### src/core/xirq_pkg.sv
// Purpose: Shared constants and types for the extended interrupt source block
// Assumes: Byte-wide special-function registers on the core clock
// Notes: Source bit order follows the fixed natural order, lowest index first
package xirq_pkg;

   // Special-function register addresses
   localparam logic [7:0] XIRQ_OFS_FLAGS = 8'h91;
   localparam logic [7:0] XIRQ_OFS_WAKE = 8'hd8;
   localparam logic [7:0] XIRQ_OFS_EN = 8'he8;
   localparam logic [7:0] XIRQ_OFS_PRI = 8'hf8;

   // Flag register fields
   localparam int XIRQ_FLG_PIN5 = 7;
   localparam int XIRQ_FLG_PIN4 = 6;
   localparam int XIRQ_FLG_TW = 5;
   localparam int XIRQ_FLG_USB = 4;

   // Wake-control register fields
   localparam int XIRQ_WAKE_DBL = 7;
   localparam int XIRQ_WAKE_ERES = 5;
   localparam int XIRQ_WAKE_RESUME_FLAG = 4;
   localparam int XIRQ_WAKE_PIN6 = 3;

   // Enable and priority fields share one layout
   localparam int XIRQ_SRC_PIN6 = 4;
   localparam int XIRQ_SRC_PIN5 = 3;
   localparam int XIRQ_SRC_PIN4 = 2;
   localparam int XIRQ_SRC_TW = 1;
   localparam int XIRQ_SRC_USB = 0;
   localparam int XIRQ_NSRC = 5;

   // Bits that read as fixed ones, and the all-zero value of an unmapped read
   localparam logic [7:0] XIRQ_FLAGS_ONES = 8'h08;
   localparam logic [7:0] XIRQ_WAKE_ONES = 8'h40;
   localparam logic [7:0] XIRQ_EN_ONES = 8'he0;
   localparam logic [7:0] XIRQ_PRI_ONES = 8'he0;
   localparam logic [7:0] XIRQ_UNMAPPED = 8'h00;

   // Reset values of stored state
   localparam logic [4:0] XIRQ_RST_SRC = 5'h00;
   localparam logic XIRQ_RST_BIT = 1'b0;
   localparam logic [7:0] XIRQ_RST_BYTE = 8'h00;

   // Natural priority numbers handed to the sequencer
   localparam logic [3:0] XIRQ_NUM_RESUME = 4'h0;
   localparam logic [3:0] XIRQ_NUM_BASE = 4'h8;

   // Assigned levels
   localparam logic [1:0] XIRQ_LVL_LOW = 2'h0;
   localparam logic [1:0] XIRQ_LVL_HIGH = 2'h1;
   localparam logic [1:0] XIRQ_LVL_TOP = 2'h2;

   // One bit per source, packed so that usb sits at bit 0
   typedef struct packed {
      logic pin6;
      logic pin5;
      logic pin4;
      logic twowire;
      logic usb;
   } xirq_req_t;

endpackage : xirq_pkg

### src/core/xirq_edge.sv
// Purpose: Pin synchroniser with single-event edge detection
// Assumes: Pin is asynchronous to mclk
// Notes: First level after reset only primes the detector, never fires; reset spans 3 clocks
`timescale 1ns/1ps
`default_nettype none
module xirq_edge
   import xirq_pkg::*;
#(
   parameter bit RISING = 1'b1
) (
   // Clock and reset
   input wire logic mclk,
   input wire logic srst,
   // Pin and detected event
   input wire logic pin,
   output logic edge_pulse
);

   logic [2:0] sync_q;
   logic [2:0] sync_d;
   logic level_q;
   logic level_d;
   logic primed_q;
   logic primed_d;
   logic agree;

   always_comb begin
      sync_d = {sync_q[1:0], pin};
      agree = (sync_q[1] == sync_q[2]);
      level_d = agree ? sync_q[2] : level_q;
      primed_d = primed_q | agree;
      edge_pulse = agree && primed_q && (sync_q[2] != level_q) && (sync_q[2] == RISING);
   end

   // Chain keeps sampling in reset; a cleared chain would fake an edge on a high pin
   always_ff @(posedge mclk) begin
      sync_q <= sync_d;
      if (srst) begin
         level_q <= 1'b0;
         primed_q <= 1'b0;
      end else begin
         level_q <= level_d;
         primed_q <= primed_d;
      end
   end

endmodule : xirq_edge
`default_nettype wire

### src/core/xirq_prio.sv
// Purpose: Picks the winning request by assigned level, then natural order
// Assumes: Requests already gated by their enables
// Notes: Purely combinational; the caller registers the result
`timescale 1ns/1ps
`default_nettype none
module xirq_prio
   import xirq_pkg::*;
(
   // Requests and assigned levels
   input wire logic resume_req,
   input wire logic [XIRQ_NSRC-1:0] req,
   input wire logic [XIRQ_NSRC-1:0] high,
   // Winner
   output logic valid,
   output logic [1:0] level,
   output logic [3:0] num
);

   logic [XIRQ_NSRC-1:0] hi_req;
   logic [XIRQ_NSRC-1:0] lo_req;

   always_comb begin
      hi_req = req & high;
      lo_req = req & ~high;
      valid = 1'b0;
      level = XIRQ_LVL_LOW;
      num = XIRQ_NUM_RESUME;
      // lowest index wins within a group
      for (int i = XIRQ_NSRC - 1; i >= 0; i--) begin
         if (lo_req[i]) begin
            valid = 1'b1;
            level = XIRQ_LVL_LOW;
            num = XIRQ_NUM_BASE + 4'(i);
         end
      end
      for (int i = XIRQ_NSRC - 1; i >= 0; i--) begin
         if (hi_req[i]) begin
            valid = 1'b1;
            level = XIRQ_LVL_HIGH;
            num = XIRQ_NUM_BASE + 4'(i);
         end
      end
      if (resume_req) begin
         valid = 1'b1;
         level = XIRQ_LVL_TOP;
         num = XIRQ_NUM_RESUME;
      end
   end

endmodule : xirq_prio
`default_nettype wire

### src/core/xirq_top.sv
// Purpose: Extended interrupt flags, enables, priorities and baud doubler
// Assumes: Core special-function bus on mclk; bus sources pulse on mclk
// Notes: Outputs are registered, so requests lag their flags by one cycle
`timescale 1ns/1ps
`default_nettype none

// What this block does
// - Falling edge on pin five sets its sticky flag, flag register bit 7.
// - Rising edge on pin four sets its sticky flag, flag register bit 6.
// - Two-wire controller event sets flag bit 5; only software clears it.
// - USB interface event sets flag bit 4; only software clears it.
// - Writing one to a source flag raises its request like hardware would.
// - Reserved bits read fixed ones or zeros as laid out.
// - Wake-control bit 7 doubles the second serial port baud rate.
// - Wake-control bit 5 enables the resume request.
// - Wakeup pin rising or USB resume sets resume flag, bit 4.
// - Writing one to the resume flag raises a wakeup request if enabled.
// - Rising edge on pin six sets wake-control bit 3, sticky.
// - Writing one to pin six flag raises its request if enabled.
// - Enable bit 4 gates the pin six request.
// - Enable bit 3 gates the pin five request.
// - Enable bit 2 gates the pin four request.
// - Enable bit 1 gates the two-wire request.
// - Enable bit 0 gates the USB request.
// - Priority bits 4..2 put pins six, five, four in high group.
// - Priority bit 1 puts the two-wire source in the high group.
// - Priority bit 0 puts the USB source in the high group.
// - Global enable masks all these sources except resume.
// - Resume always wins at the top level, alone.
// - Equal-level ties go usb, two-wire, pin four, five, six.
module xirq_top
   import xirq_pkg::*;
(
   // Clock and reset
   input wire logic mclk,
   input wire logic srst,
   // Special-function register bus
   input wire logic [7:0] sfr_addr,
   input wire logic sfr_wr,
   input wire logic [7:0] sfr_wdata,
   input wire logic sfr_rd,
   output logic [7:0] sfr_rdata,
   // External pins
   input wire logic external_pin_four,
   input wire logic external_pin_five,
   input wire logic external_pin_six,
   input wire logic wakeup_pin,
   // On-chip event pulses
   input wire logic twowire_irq_pulse,
   input wire logic usb_irq_pulse,
   input wire logic usb_resume_pulse,
   // Standard unit control
   input wire logic global_irq_enable,
   // To the core sequencer
   output xirq_req_t irq_req,
   output xirq_req_t irq_high,
   output logic resume_req,
   output logic pend_valid,
   output logic [1:0] pend_level,
   output logic [3:0] pend_num,
   // To the second serial port
   output logic second_serial_baud_doubler
);

   function automatic logic sfr_hit(input logic [7:0] addr, input logic [7:0] ofs);
      sfr_hit = (addr == ofs);
   endfunction : sfr_hit

   logic pin4_edge;
   logic pin5_edge;
   logic pin6_edge;
   logic wake_edge;

   xirq_edge #(.RISING(1'b1)) u_edge_pin4 (
      .mclk(mclk),
      .srst(srst),
      .pin(external_pin_four),
      .edge_pulse(pin4_edge)
   );

   xirq_edge #(.RISING(1'b0)) u_edge_pin5 (
      .mclk(mclk),
      .srst(srst),
      .pin(external_pin_five),
      .edge_pulse(pin5_edge)
   );

   xirq_edge #(.RISING(1'b1)) u_edge_pin6 (
      .mclk(mclk),
      .srst(srst),
      .pin(external_pin_six),
      .edge_pulse(pin6_edge)
   );

   xirq_edge #(.RISING(1'b1)) u_edge_wake (
      .mclk(mclk),
      .srst(srst),
      .pin(wakeup_pin),
      .edge_pulse(wake_edge)
   );

   // Register state
   logic pin5_edge_flag_q, pin5_edge_flag_d;
   logic pin4_edge_flag_q, pin4_edge_flag_d;
   logic twowire_request_flag_q, twowire_request_flag_d;
   logic usb_request_flag_q, usb_request_flag_d;
   logic resume_flag_q, resume_flag_d;
   logic pin6_edge_flag_q, pin6_edge_flag_d;
   logic resume_irq_enable_q, resume_irq_enable_d;
   logic dbl_q, dbl_d;
   logic [XIRQ_NSRC-1:0] en_q, en_d;
   logic [XIRQ_NSRC-1:0] pri_q, pri_d;
   logic [7:0] rdata_q, rdata_d;
   logic wr_flags, wr_wake, wr_en, wr_pri;

   always_comb begin
      wr_flags = sfr_wr && sfr_hit(sfr_addr, XIRQ_OFS_FLAGS);
      wr_wake = sfr_wr && sfr_hit(sfr_addr, XIRQ_OFS_WAKE);
      wr_en = sfr_wr && sfr_hit(sfr_addr, XIRQ_OFS_EN);
      wr_pri = sfr_wr && sfr_hit(sfr_addr, XIRQ_OFS_PRI);
      // Hardware set wins over a clearing write in the same cycle
      // software write sets flags
      pin5_edge_flag_d = pin5_edge | (wr_flags ? sfr_wdata[XIRQ_FLG_PIN5] : pin5_edge_flag_q);
      pin4_edge_flag_d = pin4_edge | (wr_flags ? sfr_wdata[XIRQ_FLG_PIN4] : pin4_edge_flag_q);
      twowire_request_flag_d = twowire_irq_pulse |
         (wr_flags ? sfr_wdata[XIRQ_FLG_TW] : twowire_request_flag_q);
      usb_request_flag_d = usb_irq_pulse |
         (wr_flags ? sfr_wdata[XIRQ_FLG_USB] : usb_request_flag_q);
      resume_flag_d = wake_edge | usb_resume_pulse |
         (wr_wake ? sfr_wdata[XIRQ_WAKE_RESUME_FLAG] : resume_flag_q);
      pin6_edge_flag_d = pin6_edge | (wr_wake ? sfr_wdata[XIRQ_WAKE_PIN6] : pin6_edge_flag_q);
      resume_irq_enable_d = wr_wake ? sfr_wdata[XIRQ_WAKE_ERES] : resume_irq_enable_q;
      dbl_d = wr_wake ? sfr_wdata[XIRQ_WAKE_DBL] : dbl_q;
      en_d = wr_en ? sfr_wdata[XIRQ_NSRC-1:0] : en_q;
      pri_d = wr_pri ? sfr_wdata[XIRQ_NSRC-1:0] : pri_q;
      rdata_d = rdata_q;
      if (sfr_rd) begin
         case (sfr_addr)
            XIRQ_OFS_FLAGS: rdata_d = XIRQ_FLAGS_ONES | {pin5_edge_flag_q, pin4_edge_flag_q,
               twowire_request_flag_q, usb_request_flag_q, 4'h0};
            XIRQ_OFS_WAKE: rdata_d = XIRQ_WAKE_ONES | {dbl_q, 1'b0, resume_irq_enable_q,
               resume_flag_q, pin6_edge_flag_q, 3'h0};
            XIRQ_OFS_EN: rdata_d = XIRQ_EN_ONES | {3'h0, en_q};
            XIRQ_OFS_PRI: rdata_d = XIRQ_PRI_ONES | {3'h0, pri_q};
            default: rdata_d = XIRQ_UNMAPPED;
         endcase
      end
   end

   always_ff @(posedge mclk) begin
      if (srst) begin
         pin5_edge_flag_q <= XIRQ_RST_BIT;
         pin4_edge_flag_q <= XIRQ_RST_BIT;
         twowire_request_flag_q <= XIRQ_RST_BIT;
         usb_request_flag_q <= XIRQ_RST_BIT;
         resume_flag_q <= XIRQ_RST_BIT;
         pin6_edge_flag_q <= XIRQ_RST_BIT;
         resume_irq_enable_q <= XIRQ_RST_BIT;
         dbl_q <= XIRQ_RST_BIT;
         en_q <= XIRQ_RST_SRC;
         pri_q <= XIRQ_RST_SRC;
         rdata_q <= XIRQ_RST_BYTE;
      end else begin
         pin5_edge_flag_q <= pin5_edge_flag_d;
         pin4_edge_flag_q <= pin4_edge_flag_d;
         twowire_request_flag_q <= twowire_request_flag_d;
         usb_request_flag_q <= usb_request_flag_d;
         resume_flag_q <= resume_flag_d;
         pin6_edge_flag_q <= pin6_edge_flag_d;
         resume_irq_enable_q <= resume_irq_enable_d;
         dbl_q <= dbl_d;
         en_q <= en_d;
         pri_q <= pri_d;
         rdata_q <= rdata_d;
      end
   end

   // Request gating and arbitration
   xirq_req_t flags_v, req_d, req_q, high_q;
   logic resume_req_d, resume_req_q;
   logic pv_d, pv_q;
   logic [1:0] pl_d, pl_q;
   logic [3:0] pn_d, pn_q;

   always_comb begin
      flags_v = '{pin6: pin6_edge_flag_q, pin5: pin5_edge_flag_q, pin4: pin4_edge_flag_q,
                  twowire: twowire_request_flag_q, usb: usb_request_flag_q};
      req_d = flags_v & en_q & {XIRQ_NSRC{global_irq_enable}};
      resume_req_d = resume_flag_q & resume_irq_enable_q;
   end

   xirq_prio u_prio (
      .resume_req(resume_req_d),
      .req(req_d),
      .high(pri_q),
      .valid(pv_d),
      .level(pl_d),
      .num(pn_d)
   );

   always_ff @(posedge mclk) begin
      if (srst) begin
         req_q <= XIRQ_RST_SRC;
         high_q <= XIRQ_RST_SRC;
         resume_req_q <= XIRQ_RST_BIT;
         pv_q <= XIRQ_RST_BIT;
         pl_q <= XIRQ_LVL_LOW;
         pn_q <= XIRQ_NUM_RESUME;
      end else begin
         req_q <= req_d;
         high_q <= pri_q;
         resume_req_q <= resume_req_d;
         pv_q <= pv_d;
         pl_q <= pl_d;
         pn_q <= pn_d;
      end
   end

   assign sfr_rdata = rdata_q;
   assign irq_req = req_q;
   assign irq_high = high_q;
   assign resume_req = resume_req_q;
   assign pend_valid = pv_q;
   assign pend_level = pl_q;
   assign pend_num = pn_q;
   assign second_serial_baud_doubler = dbl_q;
endmodule : xirq_top
`default_nettype wire

### config.mk
export PLATFORM = sky130hd
export DESIGN_NAME = xirq_top
export DESIGN_NICKNAME = d
export VERILOG_FILES = /design/src/core/xirq_pkg.sv /design/src/core/xirq_edge.sv /design/src/core/xirq_prio.sv /design/src/core/xirq_top.sv
export SDC_FILE = /design/constraint.sdc
export NUM_CORES = 1
export LEC_CHECK = 0
export ABC_CLOCK_PERIOD_IN_PS = 2530
export BUFFER_PORTS_ARGS = -buffer_cell sky130_fd_sc_hd__buf_2
export CAP_MARGIN = 20
export CORE_UTILIZATION = 45
export CTS_BUF_LIST = sky130_fd_sc_hd__clkbuf_2
export DETAILED_ROUTE_END_ITERATION = 8
export PLACE_DENSITY_LB_ADDON = 0.2
export SYNTH_ARGS = -nofsm -noshare
export SYNTH_HDL_FRONTEND = slang
export SYNTH_SLANG_ARGS = --single-unit
### constraint.sdc
create_clock -name mclk -period 2.53 [get_ports mclk]
set_clock_uncertainty 0.05 [all_clocks]
set_input_delay 0.253 -clock mclk [delete_from_list [all_inputs] [get_ports mclk]]
set_output_delay 0.253 -clock mclk [all_outputs]
set_load 0.02 [all_outputs]
== Word-level counts from Yosys, hierarchy flattened ==
Index checks and enable logic that the tools add are counted.

* Register bits after elaboration: 64
* Latch bits: 0
* Bits in writable memories: 0
* Bits in read-only memories: 0
* Input port bits: 28
* Word-level logic and storage cells: 125
* Memories: 0

* Add/subtract/negate cells: 0
* Multipliers: 0
* Divide/modulo/power cells: 0
* $lt $le $gt $ge: 0
* Equality and inequality tests: 12
* Shift operators: 0
* Muxes and demuxes: 34
* Bitwise logic cells: 18
* Reduce and logical (&&, ||, !) cells: 20

{| class="wikitable"
|+ Operators with widths
! operator !! number
|-
| $mux 4 || 10
|-
| $eq 8x8->1 const B || 4
|-
| $pmux 8 s4 || 1
|-
| $mux 1 || 22
|-
| $and 5x5->5 || 4
|-
| $logic_and 1x1->1 || 16
|-
| $or 1x1->1 || 11
|-
| $reduce_or 6->1 || 1
|-
| $not 5->5 || 1
|-
| $eq 1x1->1 || 4
|-
| $ne 1x1->1 || 4
|-
| $reduce_or 4->1 || 1
|-
| $reduce_or 3->1 || 1
|-
| $mux 2 || 1
|-
| $reduce_or 2->1 || 1
|-
| $and 1x1->1 || 1
|-
| $not 1->1 || 1
|}

== Depth between registers and ports, before layout ==
Gate-level depths: netlist of run 1.

* Word-level depth: 14
* Depth in mapped cells: 5

== Cells and area by module ==
A second synthesis of run 1 with hierarchy kept.

* Cells, all modules: 252
* Area total of the unflattened synthesis: 2469.9 um2

{| class="wikitable"
|+ Modules (own cells, without submodules)
! module !! instances !! cells an instance !! area each (um2) !! sequential area each (um2)
|-
| xirq_top || 1 || 176 || 1710.4 || 880.8
|-
| xirq_edge (u_edge_pin4 ...) || 3 || 12 || 142.6 || 100.1
|-
| xirq_prio || 1 || 28 || 185.2 || 0.0
|-
| xirq_edge (u_edge_pin5) || 1 || 12 || 146.4 || 100.1
|}

== Least setup slack after synthesis of run 1 ==
Ideal clock, no wire load.

* Kind: input port to flip-flop
* Start: input port global_irq_enable
* End: register pv_q, in the netlist pend_valid
* Setup time: 0.132 ns
* Data arrival time: 1.048 ns
* Data required time: 2.348 ns
* Setup slack: 1.300 ns
* Stages on the path: 5
* Buffers on the path: 1
* Path through: buf_6 -> and4b_1 -> nand2b_4 -> nor4b_4 -> a21oi_1

* Cells in the longest elaborated chain, start to end: 13

{| class="wikitable"
|+ RTL lines
! item !! line !! RTL
|-
| start, declared || xirq_top.sv:53 || <nowiki>input wire logic global_irq_enable,</nowiki>
|-
| $and 5x5->5 * || xirq_top.sv:188 || <nowiki>req_d = flags_v & en_q & {XIRQ_NSRC{global_irq_enable}};</nowiki>
|-
| $and 5x5->5 || xirq_prio.sv:24 || <nowiki>lo_req = req & ~high;</nowiki>
|-
| $mux 1 (5 in series) || xirq_prio.sv:30 || <nowiki>if (lo_req[i]) begin</nowiki>
|-
| $mux 1 (4 in series) || xirq_prio.sv:37 || <nowiki>if (hi_req[i]) begin</nowiki>
|-
| $mux 1 * || xirq_prio.sv:37 ||
|-
| $mux 1 * || xirq_prio.sv:43 || <nowiki>if (resume_req) begin</nowiki>
|-
| end signal, assigned || xirq_top.sv:213 || <nowiki>pv_q <= pv_d;</nowiki>
|-
| end, declared || xirq_top.sv:181 || <nowiki>logic pv_d, pv_q;</nowiki>
|}

Mark *: on every way between the ends. The rest lies on a longest branch, timed or not.
A chain may end at the register's enable or synchronous reset.

== Final worst setup path of run 1 ==
* Start: register pri_q[2]
* End: register pv_q, in the netlist pend_valid

* Cells in the longest elaborated chain, start to end: 11

{| class="wikitable"
|+ RTL lines
! item !! line !! RTL
|-
| start, declared || xirq_top.sv:112 || <nowiki>logic [XIRQ_NSRC-1:0] pri_q, pri_d;</nowiki>
|-
| start signal, assigned || xirq_top.sv:173 || <nowiki>pri_q <= pri_d;</nowiki>
|-
| $not 5->5 || xirq_prio.sv:24 ||
|-
| $and 5x5->5 || xirq_prio.sv:24 ||
|-
| $mux 1 (3 in series) || xirq_prio.sv:30 ||
|-
| $mux 1 (2 in series) || xirq_prio.sv:37 ||
|-
| $mux 1 * (3 in series) || xirq_prio.sv:37 ||
|-
| $mux 1 * || xirq_prio.sv:43 ||
|}

Marked as above.

==> results by group, run 1 <==
Setup path
  – Crit Path Category: flip-flop to flip-flop
  – Crit Path Max Fanout: 5
  – WP data arrival: 1.69 ns
  – Reg2Reg Capture Point: pend_valid
  – Worst setup SP type: flip-flop
  – Required @ worst endpoint: 2.86 ns
  – R2R setup slack: 1.16 ns
  – Crit end category: flip-flop
  – Crit Reg-Reg Startpoint: pri_q[2]
  – Worst reg2reg path depth: 4

Timing
  – Slew Viols, Final: 0
  – TNS Setup: 0 ns
  – Relative slew margins: 62.4%
  – Tmin final: 1.37 ns
  – Final worst slack: 1.16 ns
  – Final hold viol count: 0
  – Final setup viols: 0
  – Fmax: 0.732 GHz
  – Final Cycle Share: 54.0%
  – Worst hold slack: 0.0531 ns
  – Unrepaired setup endpoints after global routing: false
  – Worst-Margin Slew: 0.564 ns

Power and ir drop
  – Leak: 1.37 nW
  – Pwr Total: 1.62 mW
  – Maximum VDD drop: 0.323 mV
  – PD cells: 537 nW/um2

Routing
  – DRT Pass-1 Iters: 4
  – Drt via density: 4.97
  – Via Count: 1,903
  – ANT nets after route: 0
  – Drt total wl: 5.15 mm
  – DRC Markers: 0
  – Initial drt markers: 113
  – Routed WL per cell: 13.4 um

Clock tree
  – Post-CTS Setup Inserts: 0
  – TritonCTS clock tree: yes
  – Worst skew pair latency: 0.48 ns
  – Max clock buf depth: 2
  – Root Buffer: clkbuf_2
  – Total clock sinks: 63
  – CTS buffer count: 9
  – Cts repair resizes: 0
  – H-tree depth: 3
  – Hold_buf cts: 15
  – Reg clk slew, reported paths: 0.17 ns

Synth
  – Synth cell types: 44
  – Commonest register cell after synthesis: dfxtp_1
  – Cell count after synthesis: 239
  – Number of synthesized flops with an enable pin: 0
  – Yosys warning count: 0
  – Cell Area, Synth: 2500 um2
  – Ys async rst share: 0%
  – Count leader, synth: dfxtp_1
  – Area leader, netlist: dfxtp_1
  – Syn nets: 267
  – Yosys reg bits: 63
  – Average size of a mapped cell: 10.5 um2
  – Register area share after synthesis: 50.4%
  – Area share of the largest cell type after synthesis: 50.4%
  – Most area-consuming cells after synthesis: dfxtp_1 (50%), mux2i_1 (7.2%), nor2_1 (4.8%)
  – Top cells by count, synth: dfxtp_1 (63), nor2_1 (32), mux2i_1 (18)

Cells and area
  – Layout cells sized above 1: 27.5%
  – Area growth from synthesis to layout: 20.4%
  – Non-Filler Instances: 383
  – ANT cells: 0
  – Final #Nets: 337

Placement
  – GP Congestion: 0.757
  – Placed insts: 353
  – Port buffer count: 54
  – HPWL after DPL: 3.64 mm
  – Place WS: 0.896 ns

Floorplanning
  – Initial Util: 47.8%
  – CORE AREA: 5240 um2
  – Die height: 76.6 um
  – Die ar.: 5870 um2
  – Chip Width: 76.6 um
  – IO Count: 55
  – Standard-cell rows: 26

Hold path
  – Hold path startpoint: sfr_rd
  – Worst Hold End: sfr_rdata[6]
  – Worst Hold Depth: 2
  – HP Class: input pin to flip-flop

Run status
  – Status: completed

Global routing
  – Total GRT Usage: 19.3%
  – Largest net degree at the start of global routing: 26
  – Global-route wire length before repair: 8.76 mm
  – GR Overflow Total: 0
  – Initial antenna violation count: 0
  – Number of global-route vias before repair: 1,820

Flow run
  – Max_cap viols: 0
[layer usage]
layer,GRT usage (%),wire [um],up-vias,share of wire [%]
met3,4.31,198,11,3.8
met2,28.6,2280,45,44
met5,0,0,-,0
met4,11.9,131,0,2.5
li1,-,-,988,-
met1,25.3,2540,859,49
[critical path, stage by stage, from the launching register on]
cell	delay, ns
dfxtp_1	0.45
and4b_1	0.23
nand2b_4	0.16
nor4b_4	0.28
a21oi_1	0.10
[flip-flops by register name (all words and copies together), names as in the netlist, 3 cells and up]
signal / count
sfr_rdata: 8
en_q: 5
irq_high: 5
irq_req: 5
pri_q: 5
pend_num: 4
u_edge_pin4.sync_q: 3
u_edge_pin5.sync_q: 3
u_edge_pin6.sync_q: 3
u_edge_wake.sync_q: 3
[stage by stage]
stage / utilization [%] / area [um2]
6_report: 57.5 / 3010
3_3_place_gp: 53.3 / 2790
5_1_grt: 57.5 / 3010
2_1_floorplan: - / 2500
3_5_place_dp: 53.3 / 2790
4_1_cts: 57.5 / 3010
[cell type report]
class	instances	area, um2
tap	70	87.6
fill	503	2220
sequential	63	1260
inverter	1	3.75
clock buffer	9	45.0
multi-input combinational	163	1150
timing repair buffer	71	435
clock inverter	6	28.8
[report_power, final]
part | switching [mW] | internal [mW] | total [mW] | leakage, nW
sequential | 0.0225 | 1.02 | 1.04 | 0.515
combinational | 0.0641 | 0.0598 | 0.124 | 0.805
clock | 0.342 | 0.111 | 0.453 | 0.0501
total | 0.428 | 1.19 | 1.62 | 1.37
[placed cells by master (no fill, tap or decap), drive strengths merged]
cell type     n
a41oi         1
a22oi         1
o2bb2ai       2
o2111a        1
clkbuf        9
a311oi        1
nor4b         1
and4b         1
nor3          2
nand4b        5
a21oi        18
o21ai         5
mux2i        18
dfxtp        63
buf          56
clkinv        5
xnor2         4
and3          3
and3b         1
nor2b         8
mux2          3
dlygate4sd3  15
and4          1
a21boi        1
o22ai         2
nor3b         2
clkinvlp      1
nor2         32
o211ai        1
a22o          4
nand3         9
nand2        15
nand4         8
a211oi        2
nand2b        8
inv           1
a31oi         2
and2          1
[logic make-up after synthesis]
| logic type | Yosys count | share of synthesized area (%) |
|---|---|---|
| muxes | 21 | 8.55 |
| DFF | 63 | 50.4 |
| and+or+nand+nor | 97 | 24.8 |
| xor gates and xnor gates | 4 | 1.40 |
| buffers and inverters | 13 | 3.60 |
| AOI/OAI and AO/OA | 41 | 11.3 |
[worst max-delay path by stage]
| stage | start | to | slack (ns) | cells past startpoint |
|---|---|---|---|---|
| finish | pri_q[2] | pend_valid | 1.16 | 4 |
| global route | pri_q[2] | pend_valid | 1.09 | 4 |
| CTS | second_serial_baud_doubler | second_serial_baud_doubler | 1.12 | 1 |
| detailed placement | sfr_addr[0] | pri_q[1] | 0.90 | 5 |
| global placement | sfr_addr[0] | en_q[1] | 0.94 | 5 |
| floorplan | global_irq_enable | pend_valid | 1.30 | 5 |
Power figures use the tool's default switching activity.
==> run 2: changes to the inputs <==
--- a/config.mk
+++ b/config.mk
@@ -5,7 +5,8 @@
 export SDC_FILE = /design/constraint.sdc
 export NUM_CORES = 1
 export LEC_CHECK = 0
-export ABC_CLOCK_PERIOD_IN_PS = 2530
+export ABC_AREA = 1
+export ABC_CLOCK_PERIOD_IN_PS = 1390
 export BUFFER_PORTS_ARGS = -buffer_cell sky130_fd_sc_hd__buf_2
 export CAP_MARGIN = 20
 export CORE_UTILIZATION = 45
==> constraint.sdc (replaced) <==
create_clock -name mclk -period 1.39 [get_ports mclk]
set_clock_uncertainty 0.05 [all_clocks]
set_input_delay 0.139 -clock mclk [delete_from_list [all_inputs] [get_ports mclk]]
set_output_delay 0.139 -clock mclk [all_outputs]
set_load 0.02 [all_outputs]
==> run 2 against run 1 <==
  * Die area down 0.48%
  * Global-route usage is 0.89 points higher
  * Synthesized cell count is 31% higher
  * Utilization grew 2.1 points
  * Sequential power increased by 81%
  * Hold slack got worse by 0.023 ns
  * Routed wire length grew 4.9%
  * Critical path type unchanged
  * Largest cell class unchanged
==> results by group, run 2 <==
Floorplanning
  – IO Count: 55 (unchanged)
  – Standard-cell rows: 26 (unchanged)
  – Die height: 76.4 um (-0.24%)
  – CORE AREA: 5200 um2 (-0.62%)
  – Initial Util: 47.9% (+0.058 points)
  – Chip Width: 76.4 um (-0.24%)
  – Die ar.: 5840 um2 (-0.48%)

Synth
  – Cell Area, Synth: 2490 um2 (-0.50%)
  – Number of synthesized flops with an enable pin: 0 (unchanged)
  – Register area share after synthesis: 50.6% (+0.25 points)
  – Average size of a mapped cell: 7.98 um2 (-24%)
  – Synth Area in Simple Gates: 27.3% (+2.5 points)
  – Most area-consuming cells after synthesis: dfxtp_1 (51%), nand2_1 (8.6%), inv_1 (5.4%)
  – Area share of the largest cell type after synthesis: 50.6% (+0.25 points)
  – Yosys warning count: 0 (unchanged)
  – Top cells by count, synth: dfxtp_1 (63), nand2_1 (57), inv_1 (36), nor2_1 (36), a21oi_1 (24)
  – Synth cell types: 29 (-34%)
  – Count leader, synth: dfxtp_1
  – Largest family of logic cells by synthesized area: simple AND/OR/NAND/NOR gates
  – Xor/xnor share of the synthesized area: 0% (-1.4 points)
  – Post-synthesis adder-cell area fraction: 0% (unchanged)
  – Commonest register cell after synthesis: dfxtp_1
  – Area leader, netlist: dfxtp_1
  – Syn nets: 340 (+27%)
  – Mux cell area share after synthesis: 0% (-8.5 points)
  – Ys async rst share: 0% (unchanged)
  – Cell count after synthesis: 312 (+31%)
  – Yosys reg bits: 63 (unchanged)
  – Synth Area in Compound Gates: 13.2% (+1.9 points)

Setup path
  – R2R setup slack: 0.04 ns (-1.12 ns)
  – Crit Path Category: flip-flop to flip-flop
  – Required @ worst endpoint: 1.76 ns (-1.10 ns)
  – WP data arrival: 1.71 ns (+0.02 ns)
  – Worst setup SP type: flip-flop
  – Reg2Reg Capture Point: usb_request_flag_q
  – Crit end category: flip-flop
  – Crit Path Max Fanout: 4 (-1)
  – Worst reg2reg path depth: 5 (+1)
  – Crit Reg-Reg Startpoint: usb_request_flag_q

Clock tree
  – Worst skew pair latency: 0.49 ns (about the same)
  – TritonCTS clock tree: yes
  – Reg clk slew, reported paths: 0.18 ns (about the same)
  – Total clock sinks: 63 (unchanged)
  – H-tree depth: 3 (unchanged)
  – Root Buffer: clkbuf_2
  – Max clock buf depth: 2 (unchanged)
  – CTS buffer count: 9 (unchanged)
  – Post-CTS Setup Inserts: 0 (unchanged)

Routing
  – DRC Markers: 0 (unchanged)
  – Routed WL per cell: 11.6 um (-14%)
  – DRT Pass-1 Iters: 4 (unchanged)
  – ANT nets after route: 0 (unchanged)
  – Via Count: 2,236 (+17%)
  – Drt via density: 4.79 (-3.6%)
  – Drt total wl: 5.40 mm (+4.9%)
  – Initial drt markers: 96 (-15%)

Cells and area
  – ANT cells: 0 (unchanged)
  – Area of the multi-input gates: 1010 um2 (-12%)
  – FF+latch area: 1260 um2 (about the same)
  – Most common cell after layout, fill and taps aside: dfxtp_1
  – Max reg flops: 8 (unchanged)
  – Fill cells: 507 (+0.80%)
  – Area growth from synthesis to layout: 24.7%
  – Commonest non-fill, non-tap cells in the layout: dfxtp_1 (62), nand2_1 (57), buf_2 (54)
  – Layout cells sized above 1: 24.2% (-3.3 points)
  – Final #Nets: 420 (+25%)

Timing
  – TNS Setup: 0 ns (unchanged)
  – Fmax: 0.743 GHz (+1.5%)
  – Worst-Margin Slew: 0.350 ns (-0.214 ns)
  – Tmin final: 1.35 ns (-0.0201 ns)
  – Slew Viols, Final: 0 (unchanged)
  – Unrepaired setup endpoints after global routing: false
  – Relative slew margins: 76.6% (+14 points)
  – Final setup viols: 0 (unchanged)
  – Final Cycle Share: 96.8% (+43 points)
  – Final hold viol count: 0 (unchanged)

Power and ir drop
  – Maximum VDD drop: 0.596 mV (+84%)
  – Pwr Total: 3.02 mW (+86%)
  – PD cells: 971 nW/um2 (+81%)
  – Leak: 1.45 nW (+5.9%)

Global routing
  – Initial antenna violation count: 0 (unchanged)
  – Global-route wire length before repair: 9.23 mm (+5.3%)
  – GR Overflow Total: 0 (unchanged)
  – Total GRT Usage: 20.2% (+0.89 points)
  – Number of global-route vias before repair: 2,158 (+19%)
  – Largest net degree at the start of global routing: 23 (-12%)

Flow run
  – Max_cap viols: 0 (unchanged)

Placement
  – Port buffer count: 54 (unchanged)
  – GP Congestion: 0.841 (+11%)
  – HPWL after DPL: 3.83 mm (+5.3%)

Hold path
  – Hold path startpoint: sfr_wr
  – Worst Hold End: pri_q[3]
  – HP Class: input pin to flip-flop
  – Worst Hold Depth: 3 (+1)

Run status
  – Status: completed
-- run 2: cell types whose count changed after synthesis, moves of 12 or more --
cell     change
nand3_1     +12
inv_1       +35
mux2i_1     -18
nand2_1     +43
o21ai_1     +21
-- run 2: worst max-delay path by stage --
| stage | start | endpoint | slack [ns] | depth (start not counted) |
|---|---|---|---|---|
| 2_1_floorplan | pin6_edge_flag_q | pend_num[0] | 0.37 | 7 |
| 3_3_place_gp | sfr_addr[2] | sfr_rdata[1] | 0.18 | 8 |
| 3_5_place_dp | sfr_addr[2] | pin6_edge_flag_q | 0.14 | 9 |
| 4_1_cts | usb_request_flag_q | usb_request_flag_q | 0.04 | 5 |
| 5_1_grt | usb_request_flag_q | usb_request_flag_q | 0.002 | 5 |
| 6_report | usb_request_flag_q | usb_request_flag_q | 0.04 | 5 |
-- run 2: report_power, final --
part           leakage (nW)  internal (mW)  switching, mW
logic                 0.887          0.110          0.141
clock network        0.0488          0.215          0.670
registers             0.515           1.86         0.0272
total                  1.45           2.18          0.838
-- run 2: logic make-up (layout without fill, tap and decap cells) --
| group | after synthesis | after routing |
|---|---|---|
| AOI/OAI and AO/OA | 60 | 60 |
| and+or+nand+nor | 138 | 138 |
| buffers and inverters | 51 | 136 |
| DFF | 63 | 63 |
-- run 2: repair_timing --
action / CTS / global route
resized for setup: 0 / 1
setup endpoints to repair: 0 / 1
hold endpoints to repair: 39 / 0
hold buffers: 22 / 0
-- run 2: layout make-up --
class / count / area share, %
clock buffers: 9 / 1.45
clock inverters: 7 / 1.29
inverters: 42 / 5.07
multi-input cells: 198 / 32.5
flip-flops and latches: 63 / 40.6
well taps: 70 / 2.82
repair buffers: 78 / 16.3
-- run 2: worst max-delay path: stages, from the launching register on --
cell and delay (ns):
dfxtp_2 0.38, a21oi_1 0.14, nand2_1 0.06, dlygate4sd3_1 0.55, nand2_1 0.06, inv_1 0.04
-- run 2: metal layers --
metal  global-route usage [%]  vias up  share of wire (%)
li1                         -     1171                  -
met1                     22.2     1004                 45
met2                     36.8       50                 49
met3                     3.71       11                3.5
met4                     10.4        0                2.4
met5                        0        -                  0
-- run 2: through the flow --
step / util, % / hold WS (ns) / std cells / setup slack [ns] / instance area, um2
floorplan: - / 0.117 / 312 / 0.374 / 2490
global placement: 53.8 / 0.191 / 429 / 0.176 / 2800
detailed placement: 53.8 / 0.194 / 429 / 0.139 / 2800
CTS: 59.7 / 0.000556 / 467 / 0.0385 / 3110
global route: 59.7 / 0.00437 / 467 / 0.00177 / 3110
finish: 59.7 / 0.0303 / 467 / 0.0449 / 3110
==> run 3: changes to the inputs <==
--- a/config.mk
+++ b/config.mk
@@ -12,7 +12,9 @@
 export CORE_UTILIZATION = 45
 export CTS_BUF_LIST = sky130_fd_sc_hd__clkbuf_2
 export DETAILED_ROUTE_END_ITERATION = 8
+export MAX_ROUTING_LAYER = met4
 export PLACE_DENSITY_LB_ADDON = 0.2
 export SYNTH_ARGS = -nofsm -noshare
 export SYNTH_HDL_FRONTEND = slang
 export SYNTH_SLANG_ARGS = --single-unit
+export TNS_END_PERCENT = 20
==> run 3 against run 2 <==
  * Via count did not move
  * Maximum frequency barely moved
  * Power barely moved
  * Cell count did not move
  * Design area did not move
  * Die area did not move
  * Largest cell class unchanged
  * Worst setup slack barely moved
  * Non-clock buffer count did not move
  * Utilization did not move
  * Combinational power barely moved
  * Sequential cell count did not move
==> results by group, run 3 (same netlist as run 2, synthesis figures left out) <==
Global routing
  – Global-route wire length before repair: 9.23 mm (unchanged)
  – GR Overflow Total: 0 (unchanged)
  – GRT busiest layer: met2
  – M2 GR Usage: 36.8% (unchanged)
  – Total GRT Usage: 20.8% (+0.58 points)
  – GRT met3 Usage: 3.71% (unchanged)
  – Number of global-route vias before repair: 2,158 (unchanged)
  – Initial antenna violation count: 0 (unchanged)
  – Largest net degree at the start of global routing: 23 (unchanged)
  – M1 GR Usage: 22.2% (unchanged)

Clock tree
  – Max clock buf depth: 2 (unchanged)
  – Post-CTS Setup Inserts: 0 (unchanged)
  – CTS buffer count: 9 (unchanged)
  – Total clock sinks: 63 (unchanged)
  – TritonCTS clock tree: yes
  – Root Buffer: clkbuf_2
  – Reg clk slew, reported paths: 0.18 ns (about the same)
  – Worst skew pair latency: 0.49 ns (about the same)
  – H-tree depth: 3 (unchanged)

Flow run
  – Max_cap viols: 0 (unchanged)

Power and ir drop
  – NetSw: 838 uW (about the same)
  – Switching Share: 27.8% (about the same)
  – Sequential Power Share: 62.4% (about the same)
  – PD cells: 971 nW/um2 (about the same)
  – Comb pwr share: 8.3% (about the same)
  – Clock network power share: 29.3% (about the same)
  – Maximum VDD drop: 0.595 mV (about the same)
  – Leak: 1.45 nW (unchanged)
  – P_int: 2.18 mW (about the same)

Cells and area
  – Fill cells: 507 (unchanged)
  – Max reg flops: 8 (unchanged)
  – Final non-filler cell area: 3110 um2 (unchanged)
  – Layout cells sized above 1: 24.2% (unchanged)
  – Commonest non-fill, non-tap cells in the layout: dfxtp_1 (62), nand2_1 (57), buf_2 (54)
  – Final #Nets: 420 (unchanged)
  – Area growth from synthesis to layout: 24.7% (unchanged)
  – Most common cell after layout, fill and taps aside: dfxtp_1
  – ANT cells: 0 (unchanged)

Run status
  – Status: completed

Timing
  – Final Cycle Share: 96.8% (about the same)
  – Final hold viol count: 0 (unchanged)
  – Slew Viols, Final: 0 (unchanged)
  – Final setup viols: 0 (unchanged)
  – Worst-Margin Slew: 0.350 ns (-0.0000157 ns)
  – Tmin final: 1.35 ns (+0.00000150 ns)
  – Relative slew margins: 76.6% (about the same)
  – TNS Setup: 0 ns (unchanged)
  – Fmax: 0.743 GHz (about the same)
  – Unrepaired setup endpoints after global routing: false

Setup path
  – Crit end category: flip-flop
  – Crit Path Max Fanout: 4 (unchanged)
  – WP data arrival: 1.71 ns (about the same)
  – Crit Path Category: flip-flop to flip-flop
  – Required @ worst endpoint: 1.76 ns (about the same)
  – Worst setup SP type: flip-flop

Floorplanning
  – CORE AREA: 5200 um2 (unchanged)
  – Die height: 76.4 um (unchanged)
  – Chip Width: 76.4 um (unchanged)
  – Standard-cell rows: 26 (unchanged)
  – Die ar.: 5840 um2 (unchanged)
  – IO Count: 55 (unchanged)
  – Initial Util: 47.9% (unchanged)

Placement
  – HPWL after DPL: 3.83 mm (unchanged)
  – Placed Area: 2800 um2 (unchanged)
  – GP Congestion: 0.854 (+1.5%)
  – Port buffer count: 54 (unchanged)

Routing
  – Drt total wl: 5.40 mm (about the same)
  – ANT nets after route: 0 (unchanged)
  – DRC Markers: 0 (unchanged)
  – Initial drt markers: 96 (unchanged)
  – DRT Pass-1 Iters: 4 (unchanged)
  – Routed WL per cell: 11.6 um (about the same)
  – Via Count: 2,236 (unchanged)
  – Drt via density: 4.79 (unchanged)

Hold path
  – HP Class: input pin to flip-flop
## run 3: cell counts in the layout (fill, tap and decap cells not counted)
Identical to the previous run, type by type.
## run 3: power groups by stage
stage          clock network [mW]  registers (mW)  logic, mW
4_1_cts                     0.912            1.88      0.250
5_1_grt                     0.988            1.89      0.280
3_3_place_gp                    0            1.92      0.200
2_1_floorplan                   0            1.91      0.133
3_5_place_dp                    0            1.92      0.205
6_report                    0.884            1.88      0.251
## run 3: stage by stage
step	power, mW	utilization [%]	instances	setup WS, ns	hold WS, ns
finish	3.02	59.7	467	0.0449	0.0312
global route	3.16	59.7	467	0.00177	0.00438
CTS	3.04	59.7	467	0.0385	0.000556
detailed placement	2.12	53.8	429	0.139	0.194
global placement	2.12	53.8	429	0.176	0.191
floorplan	2.05	-	312	0.374	0.117
## run 3: layout make-up
class | instances | area [um2] | area share, %
Clock buffer | 9 | 45.0 | 1.45
Clock inverter | 7 | 40.0 | 1.29
Inverter | 42 | 158 | 5.07
Multi-Input combinational cell | 198 | 1010 | 32.5
Sequential cell | 63 | 1260 | 40.6
Tap cell | 70 | 87.6 | 2.82
Timing Repair Buffer | 78 | 505 | 16.3
## run 3: worst max-delay path, stage by stage (launching register included)
cell and delay, ns:
dfxtp_2 0.38, a21oi_1 0.14, nand2_1 0.06, dlygate4sd3_1 0.55, nand2_1 0.06, inv_1 0.04
## run 3: worst paths after layout
check	from	slack, ns	depth (start not counted)	end
hold reg to reg	u_edge_pin5.sync_q[0]	0.30	0	u_edge_pin5.sync_q[1]
setup reg to reg	usb_request_flag_q	0.04	5	usb_request_flag_q
hold / removal	sfr_wr	0.03	3	pri_q[3]
setup / recovery	usb_request_flag_q	0.04	5	usb_request_flag_q
## run 3: repair_timing
action	4_1_cts	5_1_grt
hold buffers	22	0
gates resized for setup	0	1
setup endpoints to repair	0	1
endpoints found under the hold margin	39	0
## run 3: per-layer routing
metal	vias to the layer above	share of wire (%)
met5	-	0
met3	11	3.5
li1	1171	-
met4	0	2.4
met1	1004	45
met2	50	49
